$ cat config.mk
export PLATFORM = sky130hd
export DESIGN_NAME = cal_skip_fail_status_regs
export DESIGN_NICKNAME = d
export VERILOG_FILES = /design/src/rtl/cal_skip_fail_status_regs.v /design/src/rtl/status_group.v
export VERILOG_INCLUDE_DIRS = /design/src /design/src/rtl
export SDC_FILE = /design/constraint.sdc
export NUM_CORES = 1
export LEC_CHECK = 0
export BUFFER_PORTS_ARGS = -buffer_cell sky130_fd_sc_hd__buf_2
export CAP_MARGIN = 20
export CORE_ASPECT_RATIO = 0.75
export CORE_MARGIN = 2
export CORE_UTILIZATION = 40
export CTS_BUF_LIST = sky130_fd_sc_hd__clkbuf_16
export DETAILED_ROUTE_END_ITERATION = 10
export GPL_TIMING_DRIVEN = 0
export HOLD_SLACK_MARGIN = 0.12
export PLACE_DENSITY = 0.55
export SLEW_MARGIN = 20
export SYNTH_ARGS = -nofsm -noshare
export SYNTH_HDL_FRONTEND = slang
export SYNTH_SLANG_ARGS = --single-unit
$ cat constraint.sdc
create_clock -name mclk -period 4.62 [get_ports mclk]
set_input_delay 0.924 -clock mclk [delete_from_list [all_inputs] [get_ports mclk]]
set_output_delay 0.924 -clock mclk [all_outputs]
set_load 0.02 [all_outputs]
$ cat src/rtl/cal_status_map.vh
// command codes, field widths, reset values and summary positions for the calibration status groups
`ifndef CAL_STATUS_MAP_VH
`define CAL_STATUS_MAP_VH

// width of every status register in both groups
`define STAT_WIDTH         15
// width of the parent calibration status word
`define PARENT_WIDTH       16
// width of the register select code
`define SEL_WIDTH          4

// register select codes, skipped-alignment group
`define SEL_SKIP_CONDITION 4'h0
`define SEL_SKIP_EVENT     4'h1
`define SEL_SKIP_ENABLE    4'h2
`define SEL_SKIP_RISE      4'h3
`define SEL_SKIP_FALL      4'h4
// register select codes, extended-failure group
`define SEL_FAIL_CONDITION 4'h5
`define SEL_FAIL_EVENT     4'h6
`define SEL_FAIL_ENABLE    4'h7
`define SEL_FAIL_RISE      4'h8
`define SEL_FAIL_FALL      4'h9

// reset (preset) values
`define RST_CONDITION      15'h0000
`define RST_EVENT          15'h0000
`define RST_ENABLE         15'h7fff
`define RST_RISE           15'h7fff
`define RST_FALL           15'h0000

// summary bit positions in the parent calibration status word
`define SKIP_SUMMARY_BIT   11
`define FAIL_SUMMARY_BIT   9

`endif

$ cat src/rtl/cal_skip_fail_status_regs.v
// skipped-alignment and extended-failure status register groups with command port
// What this block does
// - skip condition read returns set bits
// - enabled skip events drive parent bit 11
// - events latch until read, read clears
// - events set only through a transition filter
// - fall filter catches one-to-zero changes
// - rise filter catches zero-to-one changes
// - enabled failure events drive parent bit 9
// - failure condition tracks live, no latching
// - failure event read returns latched bits
// - failure group has own edge filters
`default_nettype none
`include "cal_status_map.vh"

module cal_skip_fail_status_regs (
    // clock and reset
    input  wire                    mclk,
    input  wire                    reset_n,
    // live condition inputs
    input  wire [`STAT_WIDTH-1:0]  skip_cond_in,
    input  wire [`STAT_WIDTH-1:0]  fail_cond_in,
    // command port
    input  wire                    cmd_valid,
    input  wire                    cmd_write,
    input  wire [`SEL_WIDTH-1:0]   cmd_sel,
    input  wire [`STAT_WIDTH-1:0]  cmd_wdata,
    // response
    output reg                     rsp_valid,
    output reg  [`STAT_WIDTH-1:0]  rsp_data,
    output reg                     rsp_error,
    // parent calibration status contribution
    output wire [`PARENT_WIDTH-1:0] cal_summary
);

    wire                   wr;
    wire                   rd;
    wire [`STAT_WIDTH-1:0] skip_condition;
    wire [`STAT_WIDTH-1:0] skip_event_latch;
    wire [`STAT_WIDTH-1:0] skip_enable_mask;
    wire [`STAT_WIDTH-1:0] skip_rise_filter;
    wire [`STAT_WIDTH-1:0] skip_fall_filter;
    wire                   skip_summary;
    wire [`STAT_WIDTH-1:0] fail_condition;
    wire [`STAT_WIDTH-1:0] fail_event_latch;
    wire [`STAT_WIDTH-1:0] fail_enable_mask;
    wire [`STAT_WIDTH-1:0] fail_rise_filter;
    wire [`STAT_WIDTH-1:0] fail_fall_filter;
    wire                   fail_summary;
    reg  [`STAT_WIDTH-1:0] next_rsp_data;
    reg                    next_rsp_error;

    // command qualifiers; host keeps writes within fifteen bits
    assign wr = cmd_valid & cmd_write;
    assign rd = cmd_valid & ~cmd_write;

    // skipped-alignment group
    status_group u_skip (
        .mclk        (mclk),
        .reset_n     (reset_n),
        .cond_in     (skip_cond_in),
        .wdata       (cmd_wdata),
        .wr_enable   (wr && cmd_sel == `SEL_SKIP_ENABLE),
        .wr_rise     (wr && cmd_sel == `SEL_SKIP_RISE),
        .wr_fall     (wr && cmd_sel == `SEL_SKIP_FALL),
        .rd_event    (rd && cmd_sel == `SEL_SKIP_EVENT),
        .condition   (skip_condition),
        .event_latch (skip_event_latch),
        .enable_mask (skip_enable_mask),
        .rise_filter (skip_rise_filter),
        .fall_filter (skip_fall_filter),
        .summary     (skip_summary)
    );

    // extended-failure group
    status_group u_fail (
        .mclk        (mclk),
        .reset_n     (reset_n),
        .cond_in     (fail_cond_in),
        .wdata       (cmd_wdata),
        .wr_enable   (wr && cmd_sel == `SEL_FAIL_ENABLE),
        .wr_rise     (wr && cmd_sel == `SEL_FAIL_RISE),
        .wr_fall     (wr && cmd_sel == `SEL_FAIL_FALL),
        .rd_event    (rd && cmd_sel == `SEL_FAIL_EVENT),
        .condition   (fail_condition),
        .event_latch (fail_event_latch),
        .enable_mask (fail_enable_mask),
        .rise_filter (fail_rise_filter),
        .fall_filter (fail_fall_filter),
        .summary     (fail_summary)
    );

    // parent summary bits, all other positions zero
    assign cal_summary = {{(`PARENT_WIDTH-1-`SKIP_SUMMARY_BIT){1'b0}},
                          skip_summary,
                          1'b0,
                          fail_summary,
                          {`FAIL_SUMMARY_BIT{1'b0}}};

    // read mux and access check
    always @* begin
        next_rsp_data  = {`STAT_WIDTH{1'b0}};
        next_rsp_error = 1'b0;
        case (cmd_sel)
            `SEL_SKIP_CONDITION: begin
                next_rsp_data  = cmd_write ? {`STAT_WIDTH{1'b0}} : skip_condition;
                next_rsp_error = cmd_write;
            end
            `SEL_SKIP_EVENT: begin
                next_rsp_data  = cmd_write ? {`STAT_WIDTH{1'b0}} : skip_event_latch;
                next_rsp_error = cmd_write;
            end
            `SEL_SKIP_ENABLE: begin
                next_rsp_data = cmd_write ? {`STAT_WIDTH{1'b0}} : skip_enable_mask;
            end
            `SEL_SKIP_RISE: begin
                next_rsp_data = cmd_write ? {`STAT_WIDTH{1'b0}} : skip_rise_filter;
            end
            `SEL_SKIP_FALL: begin
                next_rsp_data = cmd_write ? {`STAT_WIDTH{1'b0}} : skip_fall_filter;
            end
            `SEL_FAIL_CONDITION: begin
                next_rsp_data  = cmd_write ? {`STAT_WIDTH{1'b0}} : fail_condition;
                next_rsp_error = cmd_write;
            end
            `SEL_FAIL_EVENT: begin
                next_rsp_data  = cmd_write ? {`STAT_WIDTH{1'b0}} : fail_event_latch;
                next_rsp_error = cmd_write;
            end
            `SEL_FAIL_ENABLE: begin
                next_rsp_data = cmd_write ? {`STAT_WIDTH{1'b0}} : fail_enable_mask;
            end
            `SEL_FAIL_RISE: begin
                next_rsp_data = cmd_write ? {`STAT_WIDTH{1'b0}} : fail_rise_filter;
            end
            `SEL_FAIL_FALL: begin
                next_rsp_data = cmd_write ? {`STAT_WIDTH{1'b0}} : fail_fall_filter;
            end
            default: begin
                next_rsp_error = 1'b1;                                 // unmapped select
            end
        endcase
    end

    // registered response, one cycle after the command
    always @(posedge mclk) begin
        if (!reset_n) begin
            rsp_valid <= 1'b0;
            rsp_data  <= {`STAT_WIDTH{1'b0}};
            rsp_error <= 1'b0;
        end else begin
            rsp_valid <= cmd_valid;
            if (cmd_valid) begin
                rsp_data  <= next_rsp_data;
                rsp_error <= next_rsp_error;
            end
        end
    end

endmodule // cal_skip_fail_status_regs
`default_nettype wire

$ cat src/rtl/status_group.v
// one status group: condition, edge filters, latched events, enable mask and summary
`default_nettype none
`include "cal_status_map.vh"

module status_group (
    // clock and reset
    input  wire                    mclk,
    input  wire                    reset_n,
    // live condition inputs
    input  wire [`STAT_WIDTH-1:0]  cond_in,
    // register writes and event read
    input  wire [`STAT_WIDTH-1:0]  wdata,
    input  wire                    wr_enable,
    input  wire                    wr_rise,
    input  wire                    wr_fall,
    input  wire                    rd_event,
    // register contents
    output reg  [`STAT_WIDTH-1:0]  condition,
    output reg  [`STAT_WIDTH-1:0]  event_latch,
    output reg  [`STAT_WIDTH-1:0]  enable_mask,
    output reg  [`STAT_WIDTH-1:0]  rise_filter,
    output reg  [`STAT_WIDTH-1:0]  fall_filter,
    // summary for the parent register
    output reg                     summary
);

    wire [`STAT_WIDTH-1:0] rise_edge;
    wire [`STAT_WIDTH-1:0] fall_edge;
    wire [`STAT_WIDTH-1:0] event_set;
    reg  [`STAT_WIDTH-1:0] next_event;
    reg  [`STAT_WIDTH-1:0] next_enable;

    // transitions of each condition bit against its last sampled value
    assign rise_edge = cond_in & ~condition;
    assign fall_edge = ~cond_in & condition;
    assign event_set = (rise_edge & rise_filter) | (fall_edge & fall_filter);

    // next event and mask values; a new event wins over the read clear
    always @* begin
        next_event  = (rd_event ? {`STAT_WIDTH{1'b0}} : event_latch) | event_set;
        next_enable = wr_enable ? wdata : enable_mask;
    end

    // register state
    always @(posedge mclk) begin
        if (!reset_n) begin
            condition   <= `RST_CONDITION;
            event_latch <= `RST_EVENT;
            enable_mask <= `RST_ENABLE;
            rise_filter <= `RST_RISE;
            fall_filter <= `RST_FALL;
            summary     <= 1'b0;
        end else begin
            condition   <= cond_in;
            event_latch <= next_event;
            enable_mask <= next_enable;
            summary     <= |(next_event & next_enable);
            if (wr_rise) begin
                rise_filter <= wdata;
            end
            if (wr_fall) begin
                fall_filter <= wdata;
            end
        end
    end

endmodule // status_group
`default_nettype wire

After elaboration in Yosys (flattened, before gate mapping)
Index checks and enable logic that the tools add are counted.
- div/mod/pow operators: 0
- shift operators: 0
- $mul: 0
- bitwise gates (word level): 21
- reductions and logical operators: 13
- add/subtract/negate cells: 0
- muxes and demuxes: 16
- magnitude comparators: 0
- equal/unequal tests: 9
- operators with widths (operator ; count):
    15-bit two-way mux ; 14
    15-bit bitwise AND ; 10
    15-bit case mux with 10 select lines ; 1
    15-bit NOT ; 4
    15-bit bitwise OR ; 4
    15-bit OR reduction ; 2
    4-bit by 3-bit equality test with 1-bit output, second input constant ; 4
    4-bit by 2-bit equality test with 1-bit output, second input constant ; 2
    4-bit equality test, second input constant ; 2
    1-bit logical AND ; 8
    6-bit OR reduction ; 1
    4-bit by 1-bit equality test with 1-bit output, second input constant ; 1
    4-bit logical NOT ; 1
    4-bit OR reduction ; 1
    1-bit bitwise AND ; 2
    1-bit case mux with 2 select lines ; 1
    1-bit NOT ; 1
- RAM bits: 0
- register bits: 169
- output and inout bits: 33
- memories: 0
- bits of input ports: 53
- bits in latches: 0
- ROM bits: 0

Logic depth before layout (Yosys ltp)
Gate-level depths: netlist (run 1).
- depth in word-level cells: 7
- gate-level depth with buffers: 10
- mapped depth without buffers: 6

Modules after synthesis
A second synthesis (run 1) with hierarchy kept.
- cells, all modules: 810
- area total of the unflattened synthesis: 7813.7 µm²
- modules (own cells, without submodules) (module ; sequential area each (µm²) ; area each (µm²) ; cells an instance ; instances):
    status_group ; 1521.5 ; 2867.8 ; 278 ; 2
    cal_skip_fail_status_regs ; 340.3 ; 2078.2 ; 254 ; 1

Least setup slack after synthesis (run 1)
No wires, ideal clock.
- path kind: in2reg
- from: input cmd_sel[0]
- to: register u_skip.summary
- slack: 1.939 ns
- buffers on the path: 3
- stages: 9
- library setup time: 0.127 ns
- arrival time: 2.554 ns
- required time: 4.493 ns
- path through: buf_6 > nor4b_4 > and3_1 > buf_4 > buf_6 > mux2i_1 > o22ai_1 > nor4_1 > a21boi_1
- longest elaborated chain between the ends: 6
- elaborated cells on any way between the ends: 9
- classes of those cells: 2 x eq/ne; 2 x mux; 2 x bitwise; 3 x reduce/logical
- RTL lines (element ; line ; RTL):
    start, declared ; cal_skip_fail_status_regs.v:26 ; input wire [`SEL_WIDTH-1:0] cmd_sel,
    4-bit by 1-bit equality test with 1-bit output ; -- ;
    1-bit logical AND (no source line) ; -- ;
    15-bit two-way mux ; status_group.v:40 ; next_event = (rd_event ? {`STAT_WIDTH{1'b0}} : event_latch) | event_set;
    15-bit bitwise OR ; status_group.v:40 ;
    15-bit bitwise AND * ; status_group.v:57 ; summary <= |(next_event & next_enable);
    15-bit OR reduction * ; status_group.v:57 ;
    end signal, assigned ; status_group.v:57 ;
    end, declared ; status_group.v:24 ; output reg summary
Every way passes the cells marked *; elsewhere a longest branch is shown, timed or not.
A chain may end at the register's enable or synchronous reset.

Worst setup path after layout (run 1)
- from: input cmd_sel[1]
- to: register u_fail.fall_filter[12]
- longest elaborated chain between the ends: 2
- RTL lines (element ; line ; RTL):
    4-bit equality test ; -- ;
    1-bit logical AND (no source line) ; -- ;
    end signal, assigned ; status_group.v:51 ; fall_filter <= `RST_FALL;
    end signal, assigned ; status_group.v:62 ; fall_filter <= wdata;
    end, declared ; status_group.v:22 ; output reg [`STAT_WIDTH-1:0] fall_filter,
No other way between the ends.

==> reports/metrics.cfg, run 1 <==
[status]
status = finished clean

[grt]
grt_overflow_total = 0
grt_max_degree = 17
track_usage = 0.292
grt_pass1_vias = 6106
grt_antenna_before_repair = 1
grt_pass1_wl_um = 40900

[route]
dr.pass1.iters = 7
vias = 6829
detail-route-antenna-nets = 0
wire_per_inst_um = 23.5
avgViaCountPerCell = 5.70
dr.first_iter.drc_count = 841
route.detailed.drc = 0
routed_wl_um = 28200

[worst_setup_path]
r2r_cells = 6
cp.required_ps = 4950
crit_fanout = 10
worst_path_max_delay_cell = nor2_1
cp-startpoint = cmd_sel[1]
start_kind = input pin
path_class = input pin to flip-flop
critPathMaxStageDelay_ps = 740
endpoint_kind = flip-flop
worstPathCellList = buf_2, buf_4, nand2b_1, nor2_1, buf_2, nand3_1, clkbuf_1, nand2_1, a21boi_0
r2r-start = u_fail.condition[13]
arrival_ps = 3710
crit_path_frequent_cell = buf_2

[clock_network]
ctsResizeCount = 0
cts_sinks = 169
clock_latency_ps = 440
cts_setup_buffers = 0
root_buffer = clkbuf_16
cts_tree = built
htreeDepth = 4
cts_hold_buffers = 0
cts_made_buffers = 17
path_clk_slew_ps = 70
cts_max_path_buffers = 2

[synth]
yosysMostFrequentCell = nand2_1
synth.distinct_cells = 36
synth_edf_count = 0
syn_inst = 840
synth_area_leaders = dfxtp_1, nand2_1, mux2i_1
synthArstFlopShare = 0
yosys-top-cells-count = nand2_1, dfxtp_1, nor2b_1, clkbuf_1, nand3_1
ys_ff_latch = 169
ys.warnings.count = 0
synthFlopType = dfxtp_1
synth_top_area_cell = dfxtp_1
synth_top_area_share = 0.457
synth_area_um2 = 7400
ys_seq_area_frac = 0.457
syn_area_per_cell_um2 = 8.81

[die]
die_y_um = 122
core_area_um2 = 18300
die_w_um = 161
rows = 43
ioPinCount = 86
start_util = 0.405
die-area_um2 = 19600

[final_layout]
drive_above_1_share = 0.146
finalNetCount = 992
area_delta_synth_final_pct = 17.5
final_util = 0.476
antennaDiodeCount = 0

[timing]
hold_viol = 0
fin_setup_tns_ps = 0
timing.fmax_mhz = 296
finalSetupViolCount = 0
rsz0062_at_grt = no
setup_ws_ps = 1240
drv_slew = 0
relSlewSlack = 0.295
post-route-period-util = 0.732
fin_crit_ps = 3380
skew_ps = 10.2
worstMarginPinSlew_ps = 1050
whs_ps = 480

[power]
max-vdd-ir-drop_mv = 0.193
power.density_nw_per_um2 = 385
finalPower_uw = 3350
p_leak_uw = 0.00330

[placement]
place.gp.congestion = 0.907
post-place-ws_ps = 786
dp_hpwl_um = 19300
portBuffers = 67

[job]
maxCapViolCount = 0

[hold_path]
min_from = rsp_error
hold_class = flip-flop to flip-flop
whs_path_depth = 2

critical path: cells and delay by family:
family                 cells  cell delay (ps)
and+or+nand+nor            4             1500
buffers and inverters      4             1200
AOI/OAI and AO/OA          1               90
per-stage QoR:
step	instance area (um2)	cells
global route	8700	1199
detailed placement	8100	1167
CTS	8700	1199
floorplan	7450	853
global placement	8100	1167
finish	8700	1199
flip-flops by register name (all words and copies together) (netlist names):
name                flops
u_skip.enable_mask     15
u_skip.fall_filter     15
u_fail.condition       15
u_skip.event_latch     15
u_fail.rise_filter     15
u_fail.fall_filter     15
u_fail.event_latch     15
u_fail.summary          1
u_fail.enable_mask     15
u_skip.summary          1
rsp_valid               1
rsp_data               15
u_skip.rise_filter     15
rsp_error               1
u_skip.condition       15
cells in the final DEF, fill, tap and decap left out, types with 27 or more instances in the layout:
master / Yosys / final
a21boi_0: 27 / 27
a21oi_1: 30 / 30
a22oi_1: 27 / 27
and2_1: 31 / 31
buf_2: 6 / 73
clkbuf_1: 41 / 41
dfxtp_1: 169 / 169
mux2i_1: 30 / 30
nand2_1: 181 / 181
nand3_1: 34 / 34
nand3b_1: 32 / 32
nor2b_1: 45 / 45
o21ai_0: 32 / 32
cell families after synthesis:
logic type | Yosys count | share of synthesized area
other cells | 1 | 0.000507
flops | 169 | 0.457
compound gates | 216 | 0.204
mux | 30 | 0.0406
buf+inv | 73 | 0.0548
simple gates | 351 | 0.244
layout make-up:
type / instances / area (um2)
plain buffers: 73 / 405
clock buffers: 17 / 425
clock inverters: 15 / 178
fillers: 1808 / 9590
multi-input cells: 611 / 3660
flip-flops and latches: 169 / 3380
well taps: 247 / 309
repair buffers: 67 / 335
path summary, 6_finish.rpt:
kind / slack, ps / to
worst min register to register: 480 / rsp_error
worst max register to register: 2940 / u_fail.summary
worst max-delay path: 1240 / u_fail.fall_filter[12]
worst min-delay path: 480 / rsp_error
metal layers:
layer | routed length [um] | GRT usage | part of all wire | vias to the layer above
li1 | - | - | - | 3145
met4 | 605 | 0.0871 | 0.021 | 2
met3 | 3110 | 0.0749 | 0.11 | 47
met1 | 13100 | 0.434 | 0.47 | 3265
met2 | 11300 | 0.412 | 0.40 | 370
met5 | 8 | 0 | 0.00028 | -
report_power, final:
part,internal (uW),total (uW),switching (uW),leakage (uW)
sequential,1510,1540,31.3,0.00138
clock,853,1500,649,0.000294
combinational,115,312,198,0.00163
total,2470,3350,878,0.00330
No activity file was read; power rests on OpenSTA's default activity.
==> run 2, diff against run 1 <==
--- a/config.mk
+++ b/config.mk
@@ -15,7 +15,7 @@
 export DETAILED_ROUTE_END_ITERATION = 10
 export GPL_TIMING_DRIVEN = 0
 export HOLD_SLACK_MARGIN = 0.12
-export PLACE_DENSITY = 0.55
+export PLACE_DENSITY = 0.57
 export SLEW_MARGIN = 20
 export SYNTH_ARGS = -nofsm -noshare
 export SYNTH_HDL_FRONTEND = slang
==> constraint.sdc (replaced) <==
create_clock -name mclk -period 2.9 [get_ports mclk]
set_input_delay 0.58 -clock mclk [delete_from_list [all_inputs] [get_ports mclk]]
set_output_delay 0.58 -clock mclk [all_outputs]
set_load 0.02 [all_outputs]
==> reports/metrics.cfg, run 2 (synthesized netlist as in run 1, its figures left out) <==
[timing]
drv_slew = 0
worstMarginPinSlew_ps = 965
skew_ps = 10.1
setup_ws_ps = 76.9
finalSetupViolCount = 0
fin_setup_tns_ps = 0
whs_ps = 365
relSlewSlack = 0.353
post-route-period-util = 0.973
timing.fmax_mhz = 354
rsz0062_at_grt = no
fin_crit_ps = 2820
hold_viol = 0

[job]
maxCapViolCount = 0

[worst_setup_path]
worstPathCellList = buf_2, buf_4, nand2_1, nor3_2, and3_1, clkbuf_1, clkbuf_1, nand2_1, nand3_1
arrival_ps = 3200
start_kind = input pin
path_delay_family = buffers and inverters
crit_buf_inv = 4
endpoint_kind = flip-flop
critPathMaxStageDelay_ps = 730
worst_path_max_delay_cell = nor3_2
crit_fanout = 10
cp.required_ps = 3270
path_class = input pin to flip-flop

[power]
power_frac_comb = 0.095
seqPwrFrac = 0.463
power.internal_uw = 3920
max-vdd-ir-drop_mv = 0.308
p_leak_uw = 0.00332
switching_share = 0.258
power.density_nw_per_um2 = 606
clkPwrFrac = 0.442
p_sw_uw = 1360

[die]
start_util = 0.405
ioPinCount = 86
core_area_um2 = 18300
die-area_um2 = 19600
rows = 43
die_y_um = 122
die_w_um = 161

[route]
wire_per_inst_um = 23.2
dr.first_iter.drc_count = 878
detail-route-antenna-nets = 0
routed_wl_um = 27900
vias = 6830
met1Wirelength_um = 12600
wl_met3_um = 3380
avgViaCountPerCell = 5.68
wl_met2_um = 11500
route.detailed.drc = 1
dr.pass1.iters = 8
top_layer = met4

[hold_path]
hold_class = input pin to flip-flop

[grt]
track_usage = 0.290
grt_max_degree = 17
grt_overflow_total = 0
grt_pass1_vias = 6272
grt_pass1_wl_um = 41000
grt_antenna_before_repair = 0

[clock_network]
root_buffer = clkbuf_16
htreeDepth = 4
clock_latency_ps = 440
cts_made_buffers = 17
cts_max_path_buffers = 2
path_clk_slew_ps = 70
cts_tree = built
cts_sinks = 169

[final_layout]
layout_common_cells = nand2_1, dfxtp_1, buf_2, nor2b_1, clkbuf_1
antennaDiodeCount = 0
final_util = 0.477
final_common_cell = nand2_1
drive_above_1_share = 0.149
area_delta_synth_final_pct = 17.8
design_area_um2 = 8720
finalNetCount = 996
final.fill_count = 1832

[placement]
placed_cell_area_um2 = 8100
place.gp.congestion = 0.923
post-place-ws_ps = -457
dp_hpwl_um = 19100
portBuffers = 67

[status]
violations = DRC
status = finished, violations left

run 2: changes by cell type in the layout (fill, tap and decap cells not counted), sizes merged:
cell	before	now
buf	99	103
clkinv	7	6
inv	3	4
run 2: metrics by stage:
stage	cells	total power (uW)
global route	1203	5410
floorplan	853	2770
global placement	1167	2980
finish	1203	5290
detailed placement	1167	2980
CTS	1199	5260
run 2: final cells by class:
type	instances	area, um2	area share
Sequential cell	169	3380	0.388
Tap cell	247	309	0.0354
Clock inverter	15	158	0.0181
Timing Repair Buffer	71	365	0.0419
Multi-Input combinational cell	611	3670	0.421
Buffer	73	405	0.0465
Clock buffer	17	425	0.0488
run 2: layer usage:
layer | up-vias | track usage
li1 | 3155 | -
met1 | 3227 | 0.428
met2 | 407 | 0.423
met3 | 41 | 0.0654
met4 | 0 | 0.0843
met5 | - | 0
run 2: repair_timing:
item                                    in CTS  in global routing
endpoints found under the setup margin       0                 11
gates resized for setup                      0                  1
hold buffers                                 0                  0
endpoints found under the hold margin        0                  0
buffers inserted                             0                  4
run 2: final timing paths:
path	start	to	slack, ps	depth (start not counted)
setup reg to reg	u_fail.condition[11]	u_fail.summary	1210	6
hold reg to reg	rsp_error	rsp_error	480	2
hold / removal	skip_cond_in[11]	u_skip.condition[11]	360	2
setup / recovery	cmd_sel[1]	u_skip.rise_filter[11]	80	9
run 2: power by group through the flow:
stage | combinational (uW) | clock [uW] | sequential, uW
after global placement | 482 | 0 | 2500
after detailed placement | 485 | 0 | 2500
final | 503 | 2340 | 2450
after global routing | 537 | 2420 | 2460
after floorplan | 283 | 0 | 2490
after CTS | 487 | 2330 | 2450
run 2: worst reg2reg max path, cell delays in order (launching register included):
cell and delay (ps):
dfxtp_1 360, nand3b_1 110, o21ai_0 80, a21oi_1 260
o22ai_1 150, nor4_1 370, a21boi_1 200
